--- config.mk ---
export PLATFORM = sky130hd
export DESIGN_NAME = scs_top
export DESIGN_NICKNAME = d
export VERILOG_FILES = /design/src/core/scs_pkg.sv /design/src/core/scs_cfg_if.sv /design/src/core/scs_top.sv /design/src/core/scs_capture.sv
export SDC_FILE = /design/constraint.sdc
export NUM_CORES = 1
export LEC_CHECK = 0
export BUFFER_PORTS_ARGS = -buffer_cell sky130_fd_sc_hd__buf_2
export CELL_PAD_IN_SITES_DETAIL_PLACEMENT = 1
export CELL_PAD_IN_SITES_GLOBAL_PLACEMENT = 2
export CORE_ASPECT_RATIO = 0.7
export CORE_MARGIN = 2
export CORE_UTILIZATION = 24
export DETAILED_ROUTE_END_ITERATION = 6
export PLACE_DENSITY_LB_ADDON = 0.1
export SLEW_MARGIN = 0
export SYNTH_ARGS = -nofsm -noshare
export SYNTH_HDL_FRONTEND = slang
export SYNTH_SLANG_ARGS = --single-unit
export TNS_END_PERCENT = 100
--- constraint.sdc ---
create_clock -name clk_i -period 2.05 [get_ports clk_i]
set_input_delay 0.41 -clock clk_i [delete_from_list [all_inputs] [get_ports clk_i]]
set_output_delay 0.41 -clock clk_i [all_outputs]
set_load 0.03 [all_outputs]
--- src/core/scs_pkg.sv ---
package scs_pkg;
   // ==========================================================
   // switch bank positions (bank one, bank two)
   localparam int SW1_RUN_HALT    = 0;
   localparam int SW1_UNIT_LSB    = 1;
   localparam int SW2_SELFTEST    = 0;
   localparam int SW2_AUTOBOOT    = 1;
   localparam int SW2_BASE_LSB    = 2;
   localparam int SW2_WIDE_ADDR   = 5;
   localparam int SW2_BURST_GAP   = 6;
   localparam int SW2_SPARE       = 7;

   // ==========================================================
   // base address table, 18-bit octal word addresses
   localparam logic [17:0] BASE_ADDR_0 = 18'o772150;
   localparam logic [17:0] BASE_ADDR_1 = 18'o772154;
   localparam logic [17:0] BASE_ADDR_2 = 18'o760334;
   localparam logic [17:0] BASE_ADDR_3 = 18'o760340;
   localparam logic [17:0] BASE_ADDR_4 = 18'o760344;
   localparam logic [17:0] BASE_ADDR_5 = 18'o760350;
   localparam logic [17:0] BASE_ADDR_6 = 18'o760354;
   localparam logic [17:0] BASE_ADDR_7 = 18'o760360;
   localparam logic [17:0] REG_STRIDE  = 18'h00002;

   // ==========================================================
   // wishbone register map (byte offsets)
   localparam logic [3:0] OFS_CONFIG  = 4'h0;
   localparam logic [3:0] OFS_STATUS  = 4'h4;
   localparam logic [3:0] OFS_DECODE  = 4'h8;
   localparam logic [3:0] OFS_SWRAW   = 4'hC;

   // config register field positions
   localparam int CFG_SOFT_HALT = 0;
   localparam logic [31:0] CFG_RESET = 32'h0000_0000;

   // ==========================================================
   // burst gap timing
   localparam int GAP_SHORT_NS = 4000;
   localparam int GAP_LONG_NS  = 8000;
   localparam int CLK_NS       = 4;
   localparam int GAP_SHORT_CYC = (GAP_SHORT_NS + CLK_NS - 1) / CLK_NS;
   localparam int GAP_LONG_CYC  = (GAP_LONG_NS + CLK_NS - 1) / CLK_NS;
   localparam int GAP_CNT_W     = 12;

   typedef enum logic [1:0] {SCS_HALTED, SCS_RUN, SCS_GAP} scs_state_t;
endpackage

--- src/core/scs_cfg_if.sv ---
`timescale 1ns/1ns
// latched configuration passed from the capture block to the top
interface scs_cfg_if;
   logic        valid;
   logic [2:0]  unit_num;
   logic        selftest_loop;
   logic        auto_boot;
   logic [2:0]  base_code;
   logic        wide_addr;
   logic        long_gap;
   modport src (output valid, unit_num, selftest_loop, auto_boot, base_code, wide_addr, long_gap);
   modport dst (input  valid, unit_num, selftest_loop, auto_boot, base_code, wide_addr, long_gap);
endinterface

--- src/core/scs_top.sv ---
// The Wishbone slave port and the address map were left to the implementer.
`timescale 1ns/1ns
// Functional notes
// - a closed switch reads as one, an open switch as zero
// - changed switches take effect only after a reset or halt cycle
// - closed run/halt switch holds controller halted; open lets it run
// - three unit switches form unit number, first is least significant
// - closed loop switch makes a failing self-test repeat
// - closed boot switch enables automatic bootstrap
// - closed width switch gives 22-bit addressing, open gives 18-bit, upper undriven
// - burst gap is 4 us when open and 8 us when closed
// - exactly two bus registers at consecutive word addresses from base
// - three base switches pick one of eight octal base addresses
module scs_top
   import scs_pkg::*;
(
   // clock and reset
   input  wire logic        clk_i,
   input  wire logic        rst_i,
   // switch banks, closed contact pulls the input low
   input  wire logic [3:0]  sw1_closed_n_i,
   input  wire logic [7:0]  sw2_closed_n_i,
   // backplane address decode
   input  wire logic [21:0] bus_addr_i,
   output      logic        sel_base_o,
   output      logic        sel_next_o,
   // dma side
   input  wire logic        burst_done_i,
   output      logic        burst_ok_o,
   input  wire logic [21:0] dma_addr_i,
   output      logic [21:0] dma_addr_o,
   output      logic [3:0]  dma_addr_hi_oe_n_o,
   // controller options
   output      logic        ctl_halt_o,
   output      logic [2:0]  unit_num_o,
   output      logic        selftest_loop_o,
   output      logic        auto_boot_o,
   // wishbone slave
   input  wire logic        cyc_i,
   input  wire logic        stb_i,
   input  wire logic        we_i,
   input  wire logic [3:0]  adr_i,
   input  wire logic [3:0]  sel_i,
   input  wire logic [31:0] dat_i,
   output      logic [31:0] dat_o,
   output      logic        ack_o
);
   import scs_pkg::*;

   // ==========================================================
   // switch synchronisers
   logic [3:0]  s1a_ff, s1b_ff;
   logic [7:0]  s2a_ff, s2b_ff;
   logic [3:0]  bank1;
   logic [7:0]  bank2;

   // two stages since the contacts are asynchronous and bounce
   always_ff @(posedge clk_i) begin
      s1a_ff <= ~sw1_closed_n_i;
      s2a_ff <= ~sw2_closed_n_i;
      s1b_ff <= s1a_ff;
      s2b_ff <= s2a_ff;
   end
   assign bank1 = s1b_ff;
   assign bank2 = s2b_ff;

   // ==========================================================
   // software halt register and hold
   logic [31:0] cfg_ff, nxt_cfg;
   logic        hold;
   logic        ack_ff, nxt_ack;
   logic [31:0] dat_ff, nxt_dat;

   assign hold = rst_i | bank1[SW1_RUN_HALT] | cfg_ff[CFG_SOFT_HALT];

   scs_cfg_if cfg_bus ();

   scs_capture u_cap (
      .clk_i   (clk_i),
      .rst_i   (rst_i),
      .bank1_i (bank1),
      .bank2_i (bank2),
      .hold_i  (hold),
      .cfg     (cfg_bus.src)
   );

   // ==========================================================
   // base address decode
   function automatic logic [17:0] base_of(input logic [2:0] code);
      case (code)
         3'h0: base_of = BASE_ADDR_0;
         3'h1: base_of = BASE_ADDR_1;
         3'h2: base_of = BASE_ADDR_2;
         3'h3: base_of = BASE_ADDR_3;
         3'h4: base_of = BASE_ADDR_4;
         3'h5: base_of = BASE_ADDR_5;
         3'h6: base_of = BASE_ADDR_6;
         default: base_of = BASE_ADDR_7;
      endcase
   endfunction

   logic [17:0] base;
   logic        io_page;

   // in 18-bit mode address bits above 17 are ignored; in 22-bit the io page sits at the top
   assign base    = base_of(cfg_bus.base_code);
   assign io_page = !cfg_bus.wide_addr || (bus_addr_i[21:18] == 4'hF);
   // never decode while halted or before the switch latch is valid
   assign sel_base_o = cfg_bus.valid && io_page && (bus_addr_i[17:0] == base);
   assign sel_next_o = cfg_bus.valid && io_page
                       && (bus_addr_i[17:0] == 18'(base + REG_STRIDE));

   // ==========================================================
   // dma address width
   // upper four lines stay released in 18-bit mode
   always_comb begin
      dma_addr_o         = dma_addr_i;
      dma_addr_hi_oe_n_o = 4'hF;
      if (cfg_bus.wide_addr) begin
         dma_addr_hi_oe_n_o = 4'h0;
      end else begin
         dma_addr_o[21:18] = 4'h0;
      end
   end

   // ==========================================================
   // burst gap timer
   scs_state_t st_ff, nxt_st;
   logic [GAP_CNT_W-1:0] gap_ff, nxt_gap;

   // gap count loaded at a burst end seen in run state; halt aborts any pending gap
   always_comb begin
      nxt_st  = st_ff;
      nxt_gap = gap_ff;
      case (st_ff)
         SCS_HALTED: begin
            if (cfg_bus.valid) begin
               nxt_st = SCS_RUN;
            end
         end
         SCS_RUN: begin
            if (burst_done_i) begin
               nxt_st  = SCS_GAP;
               nxt_gap = cfg_bus.long_gap ? GAP_CNT_W'(GAP_LONG_CYC - 1) : GAP_CNT_W'(GAP_SHORT_CYC - 1);
            end
         end
         SCS_GAP: begin
            if (gap_ff == '0) begin
               nxt_st = SCS_RUN;
            end else begin
               nxt_gap = gap_ff - 1'b1;
            end
         end
         default: nxt_st = SCS_HALTED;
      endcase
      if (!cfg_bus.valid) begin
         nxt_st  = SCS_HALTED;
         nxt_gap = '0;
      end
   end

   always_ff @(posedge clk_i) begin
      if (rst_i) begin
         st_ff  <= SCS_HALTED;
         gap_ff <= '0;
      end else begin
         st_ff  <= nxt_st;
         gap_ff <= nxt_gap;
      end
   end

   assign burst_ok_o = (st_ff == SCS_RUN);

   // ==========================================================
   // option outputs
   assign ctl_halt_o      = !cfg_bus.valid;
   assign unit_num_o      = cfg_bus.unit_num;
   assign selftest_loop_o = cfg_bus.selftest_loop;
   assign auto_boot_o     = cfg_bus.auto_boot;

   // ==========================================================
   // wishbone slave, one wait cycle then ack
   logic req;
   assign req = cyc_i && stb_i && !ack_ff;

   // unmapped offsets read zero and ignore writes, still acknowledged
   always_comb begin
      nxt_cfg = cfg_ff;
      nxt_ack = req;
      nxt_dat = dat_ff;
      if (req) begin
         nxt_dat = 32'h0000_0000;
         case (adr_i)
            OFS_CONFIG: begin
               nxt_dat = cfg_ff;
               if (we_i && sel_i[0]) begin
                  nxt_cfg[CFG_SOFT_HALT] = dat_i[CFG_SOFT_HALT];
               end
            end
            OFS_STATUS: nxt_dat = {20'h0, st_ff == SCS_GAP, cfg_bus.long_gap, cfg_bus.wide_addr,
                                   cfg_bus.base_code, cfg_bus.auto_boot, cfg_bus.selftest_loop,
                                   cfg_bus.unit_num, cfg_bus.valid};
            OFS_DECODE: nxt_dat = {14'h0, base};
            OFS_SWRAW:  nxt_dat = {20'h0, bank2, bank1};
            default:    nxt_dat = 32'h0000_0000;
         endcase
      end
   end

   always_ff @(posedge clk_i) begin
      if (rst_i) begin
         cfg_ff <= CFG_RESET;
         ack_ff <= 1'b0;
         dat_ff <= 32'h0000_0000;
      end else begin
         cfg_ff <= nxt_cfg;
         ack_ff <= nxt_ack;
         dat_ff <= nxt_dat;
      end
   end

   assign ack_o = ack_ff;
   assign dat_o = dat_ff;
endmodule // scs_top

--- src/core/scs_capture.sv ---
`timescale 1ns/1ns
// ==========================================================
// switch sampling and latch on release of halt/reset
module scs_capture
   import scs_pkg::*;
(
   // clock and reset
   input  wire logic       clk_i,
   input  wire logic       rst_i,
   // synchronised switch banks and hold
   input  wire logic [3:0] bank1_i,
   input  wire logic [7:0] bank2_i,
   input  wire logic       hold_i,
   // latched configuration
   scs_cfg_if.src          cfg
);
   logic       valid_ff, nxt_valid;
   logic [2:0] unit_ff, nxt_unit;
   logic [2:0] base_ff, nxt_base;
   logic [3:0] opt_ff, nxt_opt;

   // latch only at the first cycle out of hold, so a live switch flip is invisible until the next reset or halt
   always_comb begin
      nxt_valid = valid_ff;
      nxt_unit  = unit_ff;
      nxt_base  = base_ff;
      nxt_opt   = opt_ff;
      if (hold_i) begin
         nxt_valid = 1'b0;
      end else if (!valid_ff) begin
         nxt_valid = 1'b1;
         nxt_unit  = bank1_i[SW1_UNIT_LSB +: 3];
         nxt_base  = bank2_i[SW2_BASE_LSB +: 3];
         // spare position deliberately not captured
         nxt_opt   = {bank2_i[SW2_BURST_GAP], bank2_i[SW2_WIDE_ADDR],
                      bank2_i[SW2_AUTOBOOT], bank2_i[SW2_SELFTEST]};
      end
   end

   // state registers
   always_ff @(posedge clk_i) begin
      if (rst_i) begin
         valid_ff <= 1'b0;
         unit_ff  <= 3'h0;
         base_ff  <= 3'h0;
         opt_ff   <= 4'h0;
      end else begin
         valid_ff <= nxt_valid;
         unit_ff  <= nxt_unit;
         base_ff  <= nxt_base;
         opt_ff   <= nxt_opt;
      end
   end

   assign cfg.valid         = valid_ff;
   assign cfg.unit_num      = unit_ff;
   assign cfg.base_code     = base_ff;
   assign cfg.selftest_loop = opt_ff[0];
   assign cfg.auto_boot     = opt_ff[1];
   assign cfg.wide_addr     = opt_ff[2];
   assign cfg.long_gap      = opt_ff[3];
endmodule // scs_capture

==> results of run 1 <==
==> cell usage after synthesis, types with 3 or more instances <==
| master | number | area [um2] |
|---|---|---|
| nand3b_1 | 3 | 22.52 |
| a31oi_1 | 5 | 31.28 |
| nor4_1 | 4 | 25.02 |
| o31ai_1 | 3 | 22.52 |
| nand2b_1 | 5 | 31.28 |
| o21ai_0 | 10 | 50.05 |
| nor2_1 | 30 | 112.6 |
| a21oi_1 | 13 | 65.06 |
| a22oi_1 | 9 | 67.56 |
| o2111ai_1 | 4 | 35.03 |
| and2_1 | 5 | 31.28 |
| buf_2 | 6 | 30.03 |
| clkbuf_1 | 4 | 15.01 |
| nand3_1 | 6 | 30.03 |
| nor2b_1 | 3 | 18.77 |
| o22ai_1 | 3 | 18.77 |
| dfxtp_1 | 65 | 1301 |
| mux2i_1 | 17 | 170.2 |
| or3_1 | 3 | 18.77 |
| a211oi_1 | 6 | 45.04 |
| nand2_1 | 18 | 67.56 |
| nand4b_1 | 3 | 26.28 |
| inv_1 | 25 | 93.84 |
| buf_4 | 39 | 292.8 |
| nor3_1 | 11 | 55.05 |
==> sequential cells by signal, summed over array words and instances (netlist names) <==
register / count
gap_ff: 12
st_ff: 2
s1a_ff: 4
u_cap.cfg.unit_num: 3
bank2: 8
cfg_ff: 1
s2a_ff: 8
u_cap.opt_ff: 4
dat_o: 14
ack_o: 1
u_cap.cfg.base_code: 3
u_cap.cfg.valid: 1
bank1: 4
==> worst max-delay path, cell delays in order (launching register included) <==
cell and delay, ns:
dfxtp_4 0.37, or2_4 0.25, nor4b_4 0.26, a41oi_2 0.08, a2111oi_2 0.38, buf_4 0.22
==> metrics by stage <==
step / hold WS [ns] / instances / total power [mW] / setup WS [ns] / setup TNS, ns
after floorplan: 0.3096 / 362 / 1.643 / -0.1686 / -0.3372
after global routing: 0.2079 / 592 / 3.500 / -0.3718 / -0.7268
after CTS: 0.1999 / 592 / 3.419 / -0.2982 / -0.5856
after global placement: 0.3107 / 575 / 1.688 / -0.1616 / -0.3205
final: 0.2167 / 592 / 3.353 / -0.2455 / -0.4846
after detailed placement: 0.3135 / 575 / 1.691 / -0.2349 / -0.4631
==> area by class of cell <==
cell class,instances,area (um2),share of cell area (%)
sequential,65,1306,32.84
clock inverter,7,101.3,2.548
timing repair buffer,105,580.6,14.60
tap,162,202.7,5.096
clock buffer,9,225.2,5.662
inverter,25,93.84,2.359
multi-input combinational,219,1468,36.90
==> routing by layer <==
layer | GRT usage (%) | wire length [um] | part of all wire [%] | up-vias
li1 | - | - | - | 1335
met1 | 19.53 | 4828 | 53 | 1248
met2 | 19.23 | 3757 | 41 | 67
met3 | 3.900 | 425 | 4.7 | 13
met4 | 4.584 | 89 | 0.98 | 0
met5 | 0 | 0 | 0 | -
==> report_power, final <==
| part | switching, mW | internal (mW) | total [mW] |
|---|---|---|---|
| combinational | 0.208 | 0.129 | 0.336 |
| clock | 0.608 | 1.08 | 1.69 |
| sequential | 0.0271 | 1.30 | 1.33 |
==> worst paths after layout <==
check,end,slack [ns],cells after the start
setup / recovery,sel_base_o,-0.25,5
hold / removal,s2a_ff[5]$_DFF_P_,0.22,2
setup reg to reg,gap_ff[4]$_SDFFE_PP0P_,0.13,6
hold reg to reg,bank1[1]$_DFF_P_,0.33,0
==> cells by family after synthesis <==
group	count (synthesis)
simple gates	115
buf+inv	78
compound gates	68
flops	65
mux	19
xor+xnor	2
fa+ha+maj	1
other cells	1
==> cells in the final DEF (no fill, tap or decap), types with 9 or more instances in the layout <==
cell / netlist / layout
buf_4: 39 / 22
o21ai_0: 10 / 10
clkbuf_16: 0 / 9
nand2_1: 18 / 18
buf_2: 6 / 83
conb_1: 1 / 14
a21oi_1: 13 / 13
nor2_1: 30 / 30
mux2i_1: 17 / 17
a22oi_1: 9 / 9
nor3_1: 11 / 11
dfxtp_1: 65 / 63
inv_1: 25 / 25
==> timing repair <==
action,CTS,global route
hold buffers,0,0
pin swaps,2,6
setup buffers,1,0
endpoints found under the setup margin,2,9
gates resized for setup,9,5
==> flow_summary_export.csv, run 1 <==
group,metric,value,unit
timing,finalCritPeriodShare,112.0,%
layout,finalInstanceArea,0.003978,mm2
drt,drt_pass1_iterations,4,
grt,overflow,0,
floorplan,die_height,99.40,um
synthesis,synth_area_per_cell,8.941,um2
timing,grt_setup_unrepaired,"yes",
run_status,violations,"setup timing",
placed_design,port_buffers,85,
synthesis,synth_simple_gate_area_share,21.21,%
synthesis,synthMuxAreaShare,6.175,%
synthesis,synthXorXnorAreaFrac,0.5613,%
setup_path,cp-startpoint,"u_cap.cfg.base_code[1]$_SDFFE_PP0P_",
synthesis,syn_inst,349,
power,irDropWorstVdd,0.4020,mV
timing,finalMaxSlewViolations,0,
layout,antenna_cells,0,
hold_path,min_path_type,"in -> reg",
hold_path,min_from,"sw2_closed_n_i[5]",
grt,grt_pass1_vias,2748,
grt,grt_util_all_layers,13.54,%
synthesis,yosysSeqAreaShare,41.70,%
synthesis,synth_compound_gate_area_share,14.96,%
power,power_density,843.0,mW/mm2
synthesis,synth_edf_count,0,
layout,fin_nets,528,
synthesis,async_flop_share,0,%
layout,area_delta_synth_final,27.47,%
synthesis,synth.distinct_cells,64,
power,leakage,1.706,nW
clocking,clockBufferDepth,2,
clocking,cts.sinks,65,
clocking,cts-root-buf,"clkbuf_16",
layout,utilization,31.69,%
synthesis,yosysWarnings,0,
setup_path,critPathLaunchType,"flip-flop",
timing,setup_viol,2,
timing,max_slew.worst_pin.slew,0.6338,ns
layout,drive_gt1_share,34.42,%
floorplan,rows,34,
grt,grt_pass1_wl,14.62,mm
clocking,cts_buffers,9,
drt,vias,2663,
floorplan,start_util,24.87,%
placed_design,gp_congestion,0.7167,
timing,clock.fmax,435.6,MHz
floorplan,die-area,0.01394,mm2
timing,fin_crit,2.295,ns
grt,grt_start_max_net_pins,20,
setup_path,r2r-start,"gap_ff[0]$_SDFFE_PP0P_",
setup_path,cp.required,1.64,ns
setup_path,crit_arrival,1.89,ns
clocking,h-tree-depth,3,
run_status,status,"complete, but fails checks",
placed_design,hpwl,6.951,mm
floorplan,io_pins,170,
drt,viasPerCell,4.498,
timing,fin_skew,0.005704,ns
floorplan,core_area,0.01255,mm2
drt,post_drt_wl_per_cell,15.37,um
drt,drt_iter0_drc,76,
synthesis,synth_fa_ha_area_share,0.4010,%
setup_path,endpoint_kind,"output port",
clocking,clkSlewWorstSetupHoldPaths,0.06,ns
floorplan,die_w,140.3,um
synthesis,ys.flop_type,"dfxtp_1",
clocking,cts_tree,"built",
layout,fillers,1480,
timing,fin_ws,-0.2455,ns
placed_design,placed_cell_area,0.003588,mm2
run,cap_violations,0,
timing,hold_violations,0,
drt,drtAntennaViolNets,0,
clocking,clk_latency,0.33,ns
drt,drc,0,
drt,drt-total-wl,9.100,mm
synthesis,syn_area,0.003120,mm2
synthesis,synth_top_family_by_area,"simple AND/OR/NAND/NOR gates",
synthesis,ys_ff_latch,65,
timing,relSlewSlack,57.42,%
setup_path,crit_type,"reg -> out",
grt,grt_antenna_before_repair,0,
setup_path,crit_fanout,7,
Power figures use the tool's default switching activity.
==> inputs of run 2 (changes only) <==
Settings changed: CELL_PAD_IN_SITES_DETAIL_PLACEMENT 1 to unset, CELL_PAD_IN_SITES_GLOBAL_PLACEMENT 2 to unset, CORE_UTILIZATION 24 to 40, PLACE_DENSITY set to 0.73, PLACE_DENSITY_LB_ADDON 0.1 to unset.
==> flow_summary_export.csv, run 2 (synthesized netlist as in run 1, its figures left out) <==
group,metric,value,unit
floorplan,die-area,0.008536,mm2
timing,finalMaxSlewViolations,0,
placed_design,placed_cell_area,0.003486,mm2
timing,finalCritPeriodShare,115.6,%
grt,grt_pass1_vias,2430,
clocking,h-tree-depth,3,
drt,drt-total-wl,7.601,mm
layout,fillers,678,
drt,post_drt_wl_per_cell,14.56,um
layout,layout_common_cells,"buf_2, dfxtp_1, nor2_1, inv_1",
placed_design,hpwl,5.545,mm
hold_path,min_path_type,"in -> reg",
timing,fin_hold_ws,0.2023,ns
layout,antenna_cells,0,
power,leakage,1.629,nW
drt,drt_iter0_drc,140,
grt,busiest_layer,"met1",
power,power_density,717.2,mW/mm2
layout,fin_nets,524,
layout,area_delta_synth_final,20.05,%
floorplan,die_height,77.90,um
drt,drt_pass1_iterations,4,
clocking,cts_tree,"built",
clocking,clkSlewWorstSetupHoldPaths,0.07,ns
timing,clock.fmax,421.9,MHz
run,cap_violations,0,
setup_path,crit_arrival,1.96,ns
layout,finalInstanceArea,0.003746,mm2
clocking,cts-root-buf,"clkbuf_8",
timing,relSlewSlack,62.36,%
clocking,clk_latency,0.34,ns
floorplan,die_w,109.6,um
floorplan,start_util,42.07,%
timing,setup_viol,2,
drt,drtAntennaViolNets,0,
setup_path,cp.required,1.64,ns
grt,grtUsageMet1,25.36,%
timing,tns,-0.5815,ns
placed_design,dp.cells,508,
timing,grt_setup_unrepaired,"yes",
layout,utilization,50.51,%
grt,grt_start_max_net_pins,21,
clocking,cts_setup_buffers,0,
setup_path,critPathLaunchType,"flip-flop",
timing,fin_skew,0.006387,ns
placed_design,gp_congestion,0.9013,
layout,multiInputGateArea,0.001489,mm2
grt,grt_util_met2,25.00,%
clocking,clockBufferDepth,2,
setup_path,crit_type,"reg -> out",
clocking,ctsHoldBuffers,0,
clocking,cts_buffers,9,
grt,grt_antenna_before_repair,0,
layout,largest_register_ffs,14,
floorplan,core_area,0.007417,mm2
grt,met3_usage,6.555,%
floorplan,rows,26,
setup_path,endpoint_kind,"output port",
floorplan,io_pins,170,
power,irDropWorstVdd,0.3967,mV
drt,drc,0,
clocking,cts.sinks,65,
drt,viasPerCell,5.146,
timing,max_slew.worst_pin.slew,0.5603,ns
run_status,status,"complete, but fails checks",
run_status,violations,"setup timing",
layout,instances_no_fill,522,
layout,seq_area,0.001308,mm2
drt,vias,2686,
grt,grt_pass1_wl,11.82,mm
timing,fin_crit,2.370,ns
placed_design,port_buffers,85,
setup_path,crit_fanout,5,
layout,drive_gt1_share,34.43,%
timing,hold_violations,0,
timing,fin_ws,-0.3203,ns
layout,layout_commonest_cell,"buf_2",
grt,overflow,0,
grt,grt_util_all_layers,17.99,%
run 2: cell count changes in the layout (fill, tap and decap cells not counted), sizes merged:
cell    change
buf         -4
bufinv      -1
clkinv      +2
inv         -3
run 2: worst paths after layout:
kind                                            start                     end  slack [ns]  depth (start not counted)
setup reg to reg               gap_ff[0]$_SDFFE_PP0P_  gap_ff[4]$_SDFFE_PP0P_        0.09                          6
setup / recovery  u_cap.cfg.base_code[1]$_SDFFE_PP0P_              sel_base_o       -0.32                          5
hold / removal                      sw2_closed_n_i[2]       s2a_ff[2]$_DFF_P_        0.20                          2
hold reg to reg                     s1a_ff[1]$_DFF_P_        bank1[1]$_DFF_P_        0.33                          0
run 2: worst max-delay path: stages (launching register included):
cell       delay (ns)
dfxtp_4          0.36
or2_4            0.25
nor4b_4          0.27
a41oi_2          0.08
a2111oi_2        0.43
buf_4            0.23
run 2: cell type report:
type | count | area share, %
multi-input cells | 219 | 39.75
inverters | 25 | 2.505
well taps | 98 | 3.273
flip-flops and latches | 65 | 34.90
clock buffers | 9 | 3.307
repair buffers | 101 | 14.70
clock inverters | 5 | 1.570
run 2: per-stage QoR:
stage	setup WS (ns)	total power, mW
finish	-0.3203	2.687
global route	-0.3696	2.819
CTS	-0.2768	2.713
detailed placement	-0.2054	1.675
global placement	-0.1063	1.667
floorplan	-0.1686	1.643
run 2: metal layers:
| metal | up-vias | wire length, um |
|---|---|---|
| li1 | 1333 | - |
| met1 | 1231 | 3667 |
| met2 | 107 | 3238 |
| met3 | 15 | 573 |
| met4 | 0 | 121 |
| met5 | - | 0 |
run 2: what timing repair did:
action                     CTS  global route
pin swaps                    2             5
setup endpoints to repair    2             5
resized for setup           10             9
run 2: where the power goes:
part | switching [mW] | internal (mW) | total [mW] | leakage (nW)
logic | 0.201 | 0.128 | 0.328 | 1.01
registers | 0.0282 | 1.30 | 1.33 | 0.536
clock network | 0.479 | 0.547 | 1.03 | 0.0872
total | 0.709 | 1.98 | 2.69 | 1.63
